$ cat config.mk
export PLATFORM = sky130hd
export DESIGN_NAME = hall_trapezoidal_commutation
export DESIGN_NICKNAME = d
export VERILOG_FILES = /design/src/verilog/hall_comm_pkg.sv /design/src/verilog/hall_trapezoidal_commutation.sv
export SDC_FILE = /design/constraint.sdc
export NUM_CORES = 2
export LEC_CHECK = 0
export ABC_AREA = 1
export BUFFER_PORTS_ARGS = -buffer_cell sky130_fd_sc_hd__buf_4
export CORE_MARGIN = 5
export CORE_UTILIZATION = 42
export CTS_CLUSTER_DIAMETER = 200
export DETAILED_ROUTE_END_ITERATION = 6
export GPL_TIMING_DRIVEN = 0
export MAX_ROUTING_LAYER = met4
export RECOVER_POWER = 50
export SLEW_MARGIN = 5
export SYNTH_ARGS = -nofsm -noshare
export SYNTH_HDL_FRONTEND = slang
export SYNTH_SLANG_ARGS = --single-unit
export TNS_END_PERCENT = 5
$ cat constraint.sdc
create_clock -name i_clk -period 69.4 [get_ports i_clk]
set_input_delay 3.47 -clock i_clk [delete_from_list [all_inputs] [get_ports i_clk]]
set_output_delay 3.47 -clock i_clk [all_outputs]
set_load 0.005 [all_outputs]
$ cat src/verilog/hall_comm_pkg.sv
// package: constants and types for hall trapezoidal commutation
package hall_comm_pkg;
  localparam int SENSOR_W    = 3;
  localparam int COUNT_W     = 32;
  localparam int POLE_W      = 8;
  localparam int SPEED_W     = 24;
  localparam int STEPS_PER_E = 6;    // patterns per electrical cycle
  localparam int DEG_PER_STEP = 60;  // electrical degrees per pattern
  // speed measuring window, in microseconds, and its cycle count
  localparam int WINDOW_US   = 100000;
  localparam int CLK_MHZ     = 50;
  localparam int WINDOW_CYC  = WINDOW_US * CLK_MHZ;
  // spacing select codes
  localparam logic SPACING_120 = 1'b0;
  localparam logic SPACING_60  = 1'b1;
  // drive code per phase: off, high side, low side
  typedef enum logic [1:0] {PH_OFF, PH_HIGH, PH_LOW} phase_drive_t;
endpackage

$ cat src/verilog/hall_trapezoidal_commutation.sv
// hall sensor driven trapezoidal commutation with turn and speed counting
// How it works
// - two of three phases carry current, pair rotates, direction alternates
// - six distinct patterns, one step per 60 electrical degrees
// - pattern chosen directly from present hall sensor levels
// - spacing select picks 120 or 60 degree sensor decoding
// - hall counter steps on every sensor change to a valid state, six per cycle
// - turns and speed are electrical cycles divided by pole pairs
// - negative pole pair count inverts speed and count direction
// - commutation ignores pole pair setting entirely
// - sensor state presented as three bits, values 0 to 7
// - in 120 spacing states 1 to 6 valid, 0 and 7 invalid
// - in 60 spacing states 2 and 5 invalid, others valid
// - order map 0 to 5 permutes the three inputs before decode
module hall_trapezoidal_commutation
#(
  parameter int WINDOW_CYCLES = hall_comm_pkg::WINDOW_CYC
)
(
  input  wire logic                                    i_clk,
  input  wire logic                                    i_nrst,
  input  wire logic                                    i_rotor_sensor_a,
  input  wire logic                                    i_rotor_sensor_b,
  input  wire logic                                    i_rotor_sensor_c,
  input  wire logic                                    i_sensor_spacing_select,
  input  wire logic [2:0]                              i_sensor_order_map,
  input  wire logic signed [hall_comm_pkg::POLE_W-1:0] i_pole_pair_count,
  output logic      [1:0]                              o_phase_u,
  output logic      [1:0]                              o_phase_v,
  output logic      [1:0]                              o_phase_w,
  output logic                                         o_state_valid,
  output logic      [hall_comm_pkg::SENSOR_W-1:0]      o_sensor_state_query,
  output logic signed [hall_comm_pkg::COUNT_W-1:0]     o_hall_count,
  output logic signed [hall_comm_pkg::COUNT_W-1:0]     o_turn_count,
  output logic signed [hall_comm_pkg::SPEED_W-1:0]     o_speed
);
  import hall_comm_pkg::*;

  // ---------------------------------------------------------------
  // input synchronisation
  // ---------------------------------------------------------------
  logic [SENSOR_W-1:0] sync1;
  logic [SENSOR_W-1:0] sync2;
  logic [SENSOR_W-1:0] hall_prev;
  logic                prev_ok;
  logic [1:0]          warm;     // high once sync2 holds real pin data

  always_ff @(posedge i_clk or negedge i_nrst)
  begin
    if (!i_nrst)
    begin
      sync1 <= 3'h0;
      sync2 <= 3'h0;
      warm  <= 2'h0;
    end
    else
    begin
      sync1 <= {i_rotor_sensor_c, i_rotor_sensor_b, i_rotor_sensor_a};
      sync2 <= sync1;
      warm  <= {warm[0], 1'b1};
    end
  end

  // ---------------------------------------------------------------
  // decode functions
  // ---------------------------------------------------------------
  // permute sensors; unused map codes fall back to identity
  function automatic logic [2:0] permute(input logic [2:0] s,
                                         input logic [2:0] m);
    logic [2:0] r;
    r = s;
    unique case (m)
      3'h1:    r = {s[1], s[2], s[0]};
      3'h2:    r = {s[2], s[0], s[1]};
      3'h3:    r = {s[0], s[2], s[1]};
      3'h4:    r = {s[1], s[0], s[2]};
      3'h5:    r = {s[0], s[1], s[2]};
      default: r = s;
    endcase
    return r;
  endfunction

  // sector 0..5 from a state; 7 marks invalid
  function automatic logic [2:0] sector_of(input logic [2:0] s,
                                           input logic sp);
    logic [2:0] r;
    r = 3'h7;
    if (sp == SPACING_120)
      case (s)
        3'h1: r = 3'h0;
        3'h3: r = 3'h1;
        3'h2: r = 3'h2;
        3'h6: r = 3'h3;
        3'h4: r = 3'h4;
        3'h5: r = 3'h5;
        default: r = 3'h7;
      endcase
    else
      // 60 degree spacing: middle sensor is inverted relative to 120
      case (s)
        3'h0: r = 3'h0;
        3'h1: r = 3'h1;
        3'h3: r = 3'h2;
        3'h7: r = 3'h3;
        3'h6: r = 3'h4;
        3'h4: r = 3'h5;
        default: r = 3'h7;
      endcase
    return r;
  endfunction

  logic [2:0] mapped;
  logic [2:0] sector;
  logic [2:0] prev_sector;
  logic       valid;

  assign mapped = permute(sync2, i_sensor_order_map);
  assign sector = sector_of(mapped, i_sensor_spacing_select);
  assign valid  = (sector != 3'h7);
  assign prev_sector = sector_of(permute(hall_prev, i_sensor_order_map),
                                 i_sensor_spacing_select);

  // ---------------------------------------------------------------
  // commutation table
  // ---------------------------------------------------------------
  phase_drive_t next_u;
  phase_drive_t next_v;
  phase_drive_t next_w;

  // one pair per sector, pole pairs not used here
  always_comb
  begin
    next_u = PH_OFF;
    next_v = PH_OFF;
    next_w = PH_OFF;
    unique case (sector)
      3'h0: begin next_u = PH_HIGH; next_v = PH_LOW;  end
      3'h1: begin next_u = PH_HIGH; next_w = PH_LOW;  end
      3'h2: begin next_v = PH_HIGH; next_w = PH_LOW;  end
      3'h3: begin next_v = PH_HIGH; next_u = PH_LOW;  end
      3'h4: begin next_w = PH_HIGH; next_u = PH_LOW;  end
      3'h5: begin next_w = PH_HIGH; next_v = PH_LOW;  end
      default: ; // invalid state, all phases off
    endcase
  end

  // registered phase drive and state report
  always_ff @(posedge i_clk or negedge i_nrst)
  begin
    if (!i_nrst)
    begin
      o_phase_u            <= PH_OFF;
      o_phase_v            <= PH_OFF;
      o_phase_w            <= PH_OFF;
      o_state_valid        <= 1'b0;
      o_sensor_state_query <= 3'h0;
    end
    else
    begin
      o_phase_u            <= next_u;
      o_phase_v            <= next_v;
      o_phase_w            <= next_w;
      o_state_valid        <= valid;
      o_sensor_state_query <= sync2;
    end
  end

  // ---------------------------------------------------------------
  // hall, turn and speed counting
  // ---------------------------------------------------------------
  logic       change;
  logic       fwd;
  logic [2:0] step_in_cycle;
  logic [2:0] sector_diff;
  logic signed [COUNT_W-1:0] elec_cycles;
  logic signed [COUNT_W-1:0] win_cycles;
  logic [31:0] win_cnt;
  logic        neg_pole;
  logic [POLE_W-1:0] pole_mag;

  assign change   = prev_ok && (sync2 != hall_prev) && valid;
  assign sector_diff = (sector + 3'h6 - prev_sector) % 3'h6;
  assign fwd      = (sector_diff == 3'h1) || (prev_sector == 3'h7);
  assign neg_pole = i_pole_pair_count[POLE_W-1];
  assign pole_mag = neg_pole ? POLE_W'(-i_pole_pair_count)
                             : i_pole_pair_count;

  // count every change to a valid state, sign follows pole setting
  always_ff @(posedge i_clk or negedge i_nrst)
  begin
    if (!i_nrst)
    begin
      hall_prev     <= 3'h0;
      prev_ok       <= 1'b0;
      o_hall_count  <= '0;
      step_in_cycle <= 3'h0;
      elec_cycles   <= '0;
    end
    else
    begin
      hall_prev <= sync2;
      // reset zeros in the sync stages must not look like a sensor edge
      prev_ok   <= warm[1];
      if (change)
      begin
        if (fwd ^ neg_pole)
        begin
          o_hall_count <= o_hall_count + COUNT_W'(1);
          if (step_in_cycle == 3'(STEPS_PER_E - 1))
          begin
            step_in_cycle <= 3'h0;
            elec_cycles   <= elec_cycles + COUNT_W'(1);
          end
          else
            step_in_cycle <= step_in_cycle + 3'h1;
        end
        else
        begin
          o_hall_count <= o_hall_count - COUNT_W'(1);
          if (step_in_cycle == 3'h0)
          begin
            step_in_cycle <= 3'(STEPS_PER_E - 1);
            elec_cycles   <= elec_cycles - COUNT_W'(1);
          end
          else
            step_in_cycle <= step_in_cycle - 3'h1;
        end
      end
    end
  end

  // turns and per-window speed are electrical cycles over pole pairs
  always_ff @(posedge i_clk or negedge i_nrst)
  begin
    if (!i_nrst)
    begin
      o_turn_count <= '0;
      o_speed      <= '0;
      win_cnt      <= 32'h0;
      win_cycles   <= '0;
    end
    else
    begin
      o_turn_count <= (pole_mag == '0) ? elec_cycles
                      : elec_cycles / $signed({1'b0, pole_mag});
      if (win_cnt >= 32'(WINDOW_CYCLES - 1))
      begin
        win_cnt    <= 32'h0;
        win_cycles <= elec_cycles;
        o_speed    <= (pole_mag == '0) ? SPEED_W'(elec_cycles - win_cycles)
                      : SPEED_W'((elec_cycles - win_cycles)
                                 / $signed({1'b0, pole_mag}));
      end
      else
        win_cnt <= win_cnt + 32'h1;
    end
  end
endmodule

## Yosys cells after proc, flatten, opt, wreduce, memory -nomap -nowiden

Cells that the tools add are included.

| storage, ports and cells | value |
|---|---|
| flip-flop bits (word level) | 206 |
| latch bits | 0 |
| bits in writable memories | 0 |
| ROM bits | 0 |
| input port bits | 17 |
| output and inout port bits | 98 |
| word-level logic and storage cells | 100 |
| memories | 0 |

| operators by class | value |
|---|---|
| add/sub/neg operators | 11 |
| multiply operators | 0 |
| div/mod/pow operators | 3 |
| $lt $le $gt $ge | 1 |
| equal/unequal tests | 30 |
| shifts and indexed selects | 0 |
| mux-type cells | 22 |
| bitwise operators | 1 |
| reductions and logical operators | 16 |

Operator list:

| operator | count |
|---|---|
| 32-bit 2-to-1 mux | 6 |
| 3-bit one-hot mux with 6 select lines | 4 |
| 32-bit by 2-bit adder with 32-bit output (second input constant) | 2 |
| 32-bit by 9-bit divider with 32-bit output | 2 |
| 32-bit by 2-bit subtractor with 32-bit output (second input constant) | 2 |
| 3-bit == test (second input constant) | 14 |
| 32-bit by 1-bit adder with 32-bit output (second input constant) | 1 |
| 32-bit by 23-bit >= comparator with 1-bit output (second input constant) | 1 |
| 32-bit subtractor | 1 |
| 3-bit one-hot mux with 5 select lines | 2 |
| 3-bit by 2-bit == test with 1-bit output (second input constant) | 8 |
| 24-bit 2-to-1 mux | 1 |
| 3-bit by 1-bit == test with 1-bit output (second input constant) | 5 |
| 3-bit 2-to-1 mux | 5 |
| 3-bit zero test | 4 |
| 2-bit one-hot mux with 2 select lines | 3 |
| 2-bit OR reduction | 6 |
| 8-bit zero test | 1 |
| 8-bit 2-to-1 mux | 1 |
| 8-bit negation | 1 |
| 3-bit by 1-bit adder with 3-bit output (second input constant) | 1 |
| 3-bit adder (second input constant) | 1 |
| 3-bit by 3-bit remainder unit with 3-bit output (second input constant) | 1 |
| 3-bit != test | 1 |
| other kinds (9) | 10 |

## Logic depth before layout (Yosys ltp)

| logic depth | value |
|---|---|
| depth after elaboration | 13 |
| depth in mapped cells | 526 |
| depth with buffers taken out | 488 |

## Least setup slack after synthesis

No wires, ideal clock.

| timing path | value |
|---|---|
| path type | input port to flip-flop |
| from | input i_pole_pair_count[0] in the netlist's numbering |
| to | register o_turn_count[28] in the netlist's numbering |
| library setup time | 0.129 ns |
| data arrival time | 74.366 ns |
| required time | 69.271 ns |
| path slack | -5.095 ns |
| stages | 509 |
| path buffers | 40 |
| cell sequence | inv_1 -> ha_1 -> nand2_1 -> o21ai_0 -> inv_1 -> ha_1 -> o21a_1 -> nor2_1 -> nor2_2 -> inv_2 -> nand2_1 -> o21ai_1 -> inv_1 -> ha_1 -> a21oi_1 -> nand2_1 -> nand2_1 -> nand2_1 -> [473 not listed] -> nand3_1 -> nor2_2 -> nand2_2 -> nor2_8 -> ha_1 -> nand3_2 -> nor3_2 -> nand3_1 -> nor3_2 -> nand3_1 -> nand2_1 -> nand2_1 -> inv_2 -> o21ai_1 -> a21oi_1 -> nand2_1 -> xor2_1 -> o21ai_1 |

| between the ends | value |
|---|---|
| longest elaborated chain between the ends | 4 |
| elaborated cells on any way between the ends | 5 |
| classes of those cells | add/sub (1); div (1); mux (2); reduce/logical (1) |

RTL lines:

| item | RTL line | source |
|---|---|---|
| start: declaration | hall_trapezoidal_commutation.sv:27 | `input wire logic signed [hall_comm_pkg::POLE_W-1:0] i_pole_pair_count,` |
| 8-bit negation | hall_trapezoidal_commutation.sv:185 | `assign pole_mag = neg_pole ? POLE_W'(-i_pole_pair_count)` |
| 8-bit 2-to-1 mux (*) | hall_trapezoidal_commutation.sv:185 |  |
| 32-bit by 9-bit divider with 32-bit output / 8-bit zero test (equally long branches) | hall_trapezoidal_commutation.sv:245, hall_trapezoidal_commutation.sv:244 |  |
| 32-bit 2-to-1 mux (*) | hall_trapezoidal_commutation.sv:244 | `o_turn_count <= (pole_mag == '0) ? elec_cycles` |
| end signal: assignment | hall_trapezoidal_commutation.sv:244 |  |
| end: declaration | hall_trapezoidal_commutation.sv:34 | `output logic signed [hall_comm_pkg::COUNT_W-1:0] o_turn_count,` |

Every way passes the cells marked *; elsewhere a longest branch is shown, timed or not.
A chain may end at the register's enable or synchronous reset.

## Worst setup path after layout

| timing path | value |
|---|---|
| from | input i_pole_pair_count[0] in the netlist's numbering |
| to | register o_turn_count[12] in the netlist's numbering |

Same word-level chain as after synthesis.

==> results.md <==
* Tcrit/Tclk final at 95.2%
* DR pass1 iterations at 6
* Largest net degree at the start of global routing at 110
* Cells after Synth at 10800
* CTS tree: built
* Area after DPL at 68700 um^2
* FP Rows at 144
* DR WL/cell at 15.6 um
* Longest Clk Path Bufs at 3
* I/O Buffers at 113
* Vias in the first global route at 65900
* Final Slew Violations at 209
* Layout cells sized above 1 at 24.8%
* Design Area, Final at 78300 um^2
* Htree depth at 1
* Residual DRC at 0
* First-pass GRT wire length at 338000 um
* Drt initial violations at 4419
* Ys async rst share at 100%
* Worst-path maximum fanout at 10
* FF+latch count, synth at 206
* Grt total ovfl at 0
* FMAX at 0.0151 GHz
* CORE AREA at 154000 um^2
* RePlAce Congestion at 0.923
* Vias per inst at 5.21
* Final setup skew at 0.0352 ns
* Worst EP required at 69.84 ns
* # nets final at 12200
* Final hold violations at 0
* Worst Path Arrival at 66.49 ns
* Failing checks: capacitance limit, slew limit
* Die H at 402 um
* Post-synth top flop: dfrtp_1
* DP HPWL at 170000 um
* Synth-to-Final Area Change at 21.1%
* Setup tns final at 0 ns
* Filler cells at 15700
* Worst hold margin at 0.347 ns
* Syn_area_per_cell at 6.01 um^2
* Via count at 71300
* Hold Path Class: reg2reg
* Slowest stage cell, crit path: ha_1
* Post-layout util at 51.0%
* Min Tclk post-route at 66.04 ns
* Sequential fraction of the synthesis area at 7.97%
* Routed Antenna Nets at 0
* Routed wl met3 at 8820 um
* Antenna violations before repair at 0
* I/O pins at 115
* Outcome: finished, violations left
* Highest metal used: met4
* Most common cell after layout, fill and taps aside: nand2_1
* # setup viols final at 0
* Total track usage at 25.3%
* Number of synthesized flops with an enable pin at 0
* Post-Route WL at 214000 um
* M1 WL at 99300 um
* Hold Buf Count CTS at 0
* Slew HR at -295%
* Cts bufs inserted at 27
* Most common cell on crit path: nand2_1
* Clk_lat worst skew at 0.58 ns
* Die area at 162000 um^2
* Cell variety after synth at 95
* CTS Sinks at 206
* Cells on Worst Hold Path at 0
* Crit start category: input pin
* CP bufs+invs at 137
* Slew @ Worst Pin at 5.93 ns
* Crit. End Element: flop
* Initial Utilization at 42.1%
* Die span in x at 402 um
* Number of stages on the worst setup path at 522
* Clk Tree Root Cell: clkbuf_16
* Synth Cell Area at 64700 um^2
* R2R depth at 510
* Wire length on met2 at 101000 um
* Most frequent cells in the layout: nand2_1 (2745), inv_1 (1428), nand3_1 (844)
* CP Class: in2reg
* Worst-path clk slew at 0.06 ns
* Ys Warns at 0
* CP top delay family: simple AND/OR/NAND/NOR gates
* Max-cap violations at 2
* CP peak stage delay at 0.33 ns
## metrics by stage
stage / instances / worst slack, ns
floorplan: 10800 / -0.00168
global placement: 12900 / -13.89
detailed placement: 12900 / -13.82
CTS: 13300 / -0.0187
global route: 13700 / -0.916
finish: 13700 / 3.36
## worst register-to-register path, delay by kind of cell, from the launching register on
kind                     cells  cell delay (ns)
flip-flops                   1             0.42
buffers and inverters      129            13.27
AND/OR/NAND/NOR            206            22.40
AO/OA/AOI/OAI              141            20.05
adder cells (fa/ha/maj)     34             9.12
## timing repair
action                                  in CTS  in global routing
hold endpoints to repair                     0                  0
buffers inserted                           321                386
pin swaps                                  276                411
gates cloned                                 3                  9
resized for setup                          362                507
endpoints found under the setup margin      56                 56
## worst paths after layout
path	startpoint	end	slack, ns
worst max-delay path	i_pole_pair_count[0]	o_turn_count[12]	3.36
worst min-delay path	warm[1]	prev_ok	0.35
worst max register to register	elec_cycles[0]	o_speed[20]	4.05
worst min register to register	warm[1]	prev_ok	0.35
max in group asynchronous	i_nrst	o_turn_count[23]	56.62
min in group asynchronous	i_nrst	o_hall_count[29]	5.05
## synthesized netlist by cell type (10+ instances only)
master    instances  area [um^2]
or2_2            48          300
clkinv_1         51          191
nor2_4           93         1050
nand2_2         286         1790
o21a_1           18          135
nand3_1         860         4300
nor4_1           15         93.8
o21ai_1          75          375
buf_6            65          732
buf_12           13          260
o31ai_1          29          218
inv_2            96          360
nand3b_1         62          465
nand2_1        2827        10600
o21ai_0         602         3010
clkbuf_8         37          509
nand4_1         295         1850
nor3_2           12          120
a21oi_1         460         2300
nand4_2          20          250
xor2_1          377         3300
nand2_4          91         1020
nor3b_1          11         82.6
ha_1            560         7010
a21o_1           38          285
xnor2_1         163         1430
nor3_1          102          510
nor2_1          877         3290
o211ai_1         19          143
buf_8            15          225
inv_1          1501         5630
a21oi_2          11         96.3
clkbuf_1         31          116
o21bai_1         53          398
nand3_2         207         2070
a31oi_1          21          131
nor2_8           13          260
nor2_2          190         1190
a211oi_1         11         82.6
inv_4            14         87.6
dfrtp_1         206         5150
clkinv_2         18         90.1
buf_4            10         75.1
o21ai_2          53          464
nand3_4          52          911
## kinds of logic (layout without fill, tap and decap cells)
logic type,Yosys count,after routing,synth area share [%]
AO/OA/AOI/OAI,1452,1452,12.8
XOR/XNOR,541,541,7.34
adder cells (fa/ha/maj),563,563,10.9
buffers and inverters,1888,2771,13.4
flip-flops,206,206,7.97
multiplexers,2,2,0.0368
other,2,11,0.0116
AND/OR/NAND/NOR,6111,6111,47.6
## registers in the layout (all words and copies together) (netlist names), 2 cells and up
register and flops:
elec_cycles 32, win_cnt 32, o_phase_w 2, o_phase_u 2, hall_prev 3, o_hall_count 32, o_phase_v 2, warm 2
step_in_cycle 3, sync1 3, win_cycles 32, o_turn_count 32, o_speed 24, sync2 3
## layout make-up
| class | instances | area (um^2) | area share (%) |
|---|---|---|---|
| multi-input combinational | 8679 | 54200 | 69.2 |
| antenna | 1 | 2.50 | 0.00320 |
| sequential | 206 | 5150 | 6.58 |
| inverter | 1703 | 6740 | 8.61 |
| clock buffer | 33 | 738 | 0.943 |
| timing repair buffer | 839 | 6520 | 8.33 |
| timing repair inverter | 2 | 10.0 | 0.0128 |
| buffer | 178 | 2200 | 2.81 |
| tap | 2044 | 2560 | 3.27 |
| clock inverter | 16 | 201 | 0.257 |
## layer usage
metal	vias up	track usage, %
met5	-	-
met4	0	4.77
met3	241	1.85
met2	1438	42.5
met1	32900	33.7
li1	36700	-
Power is not shown: default switching activity piles up to over one toggle a cycle in this logic, so the estimate is an artifact.
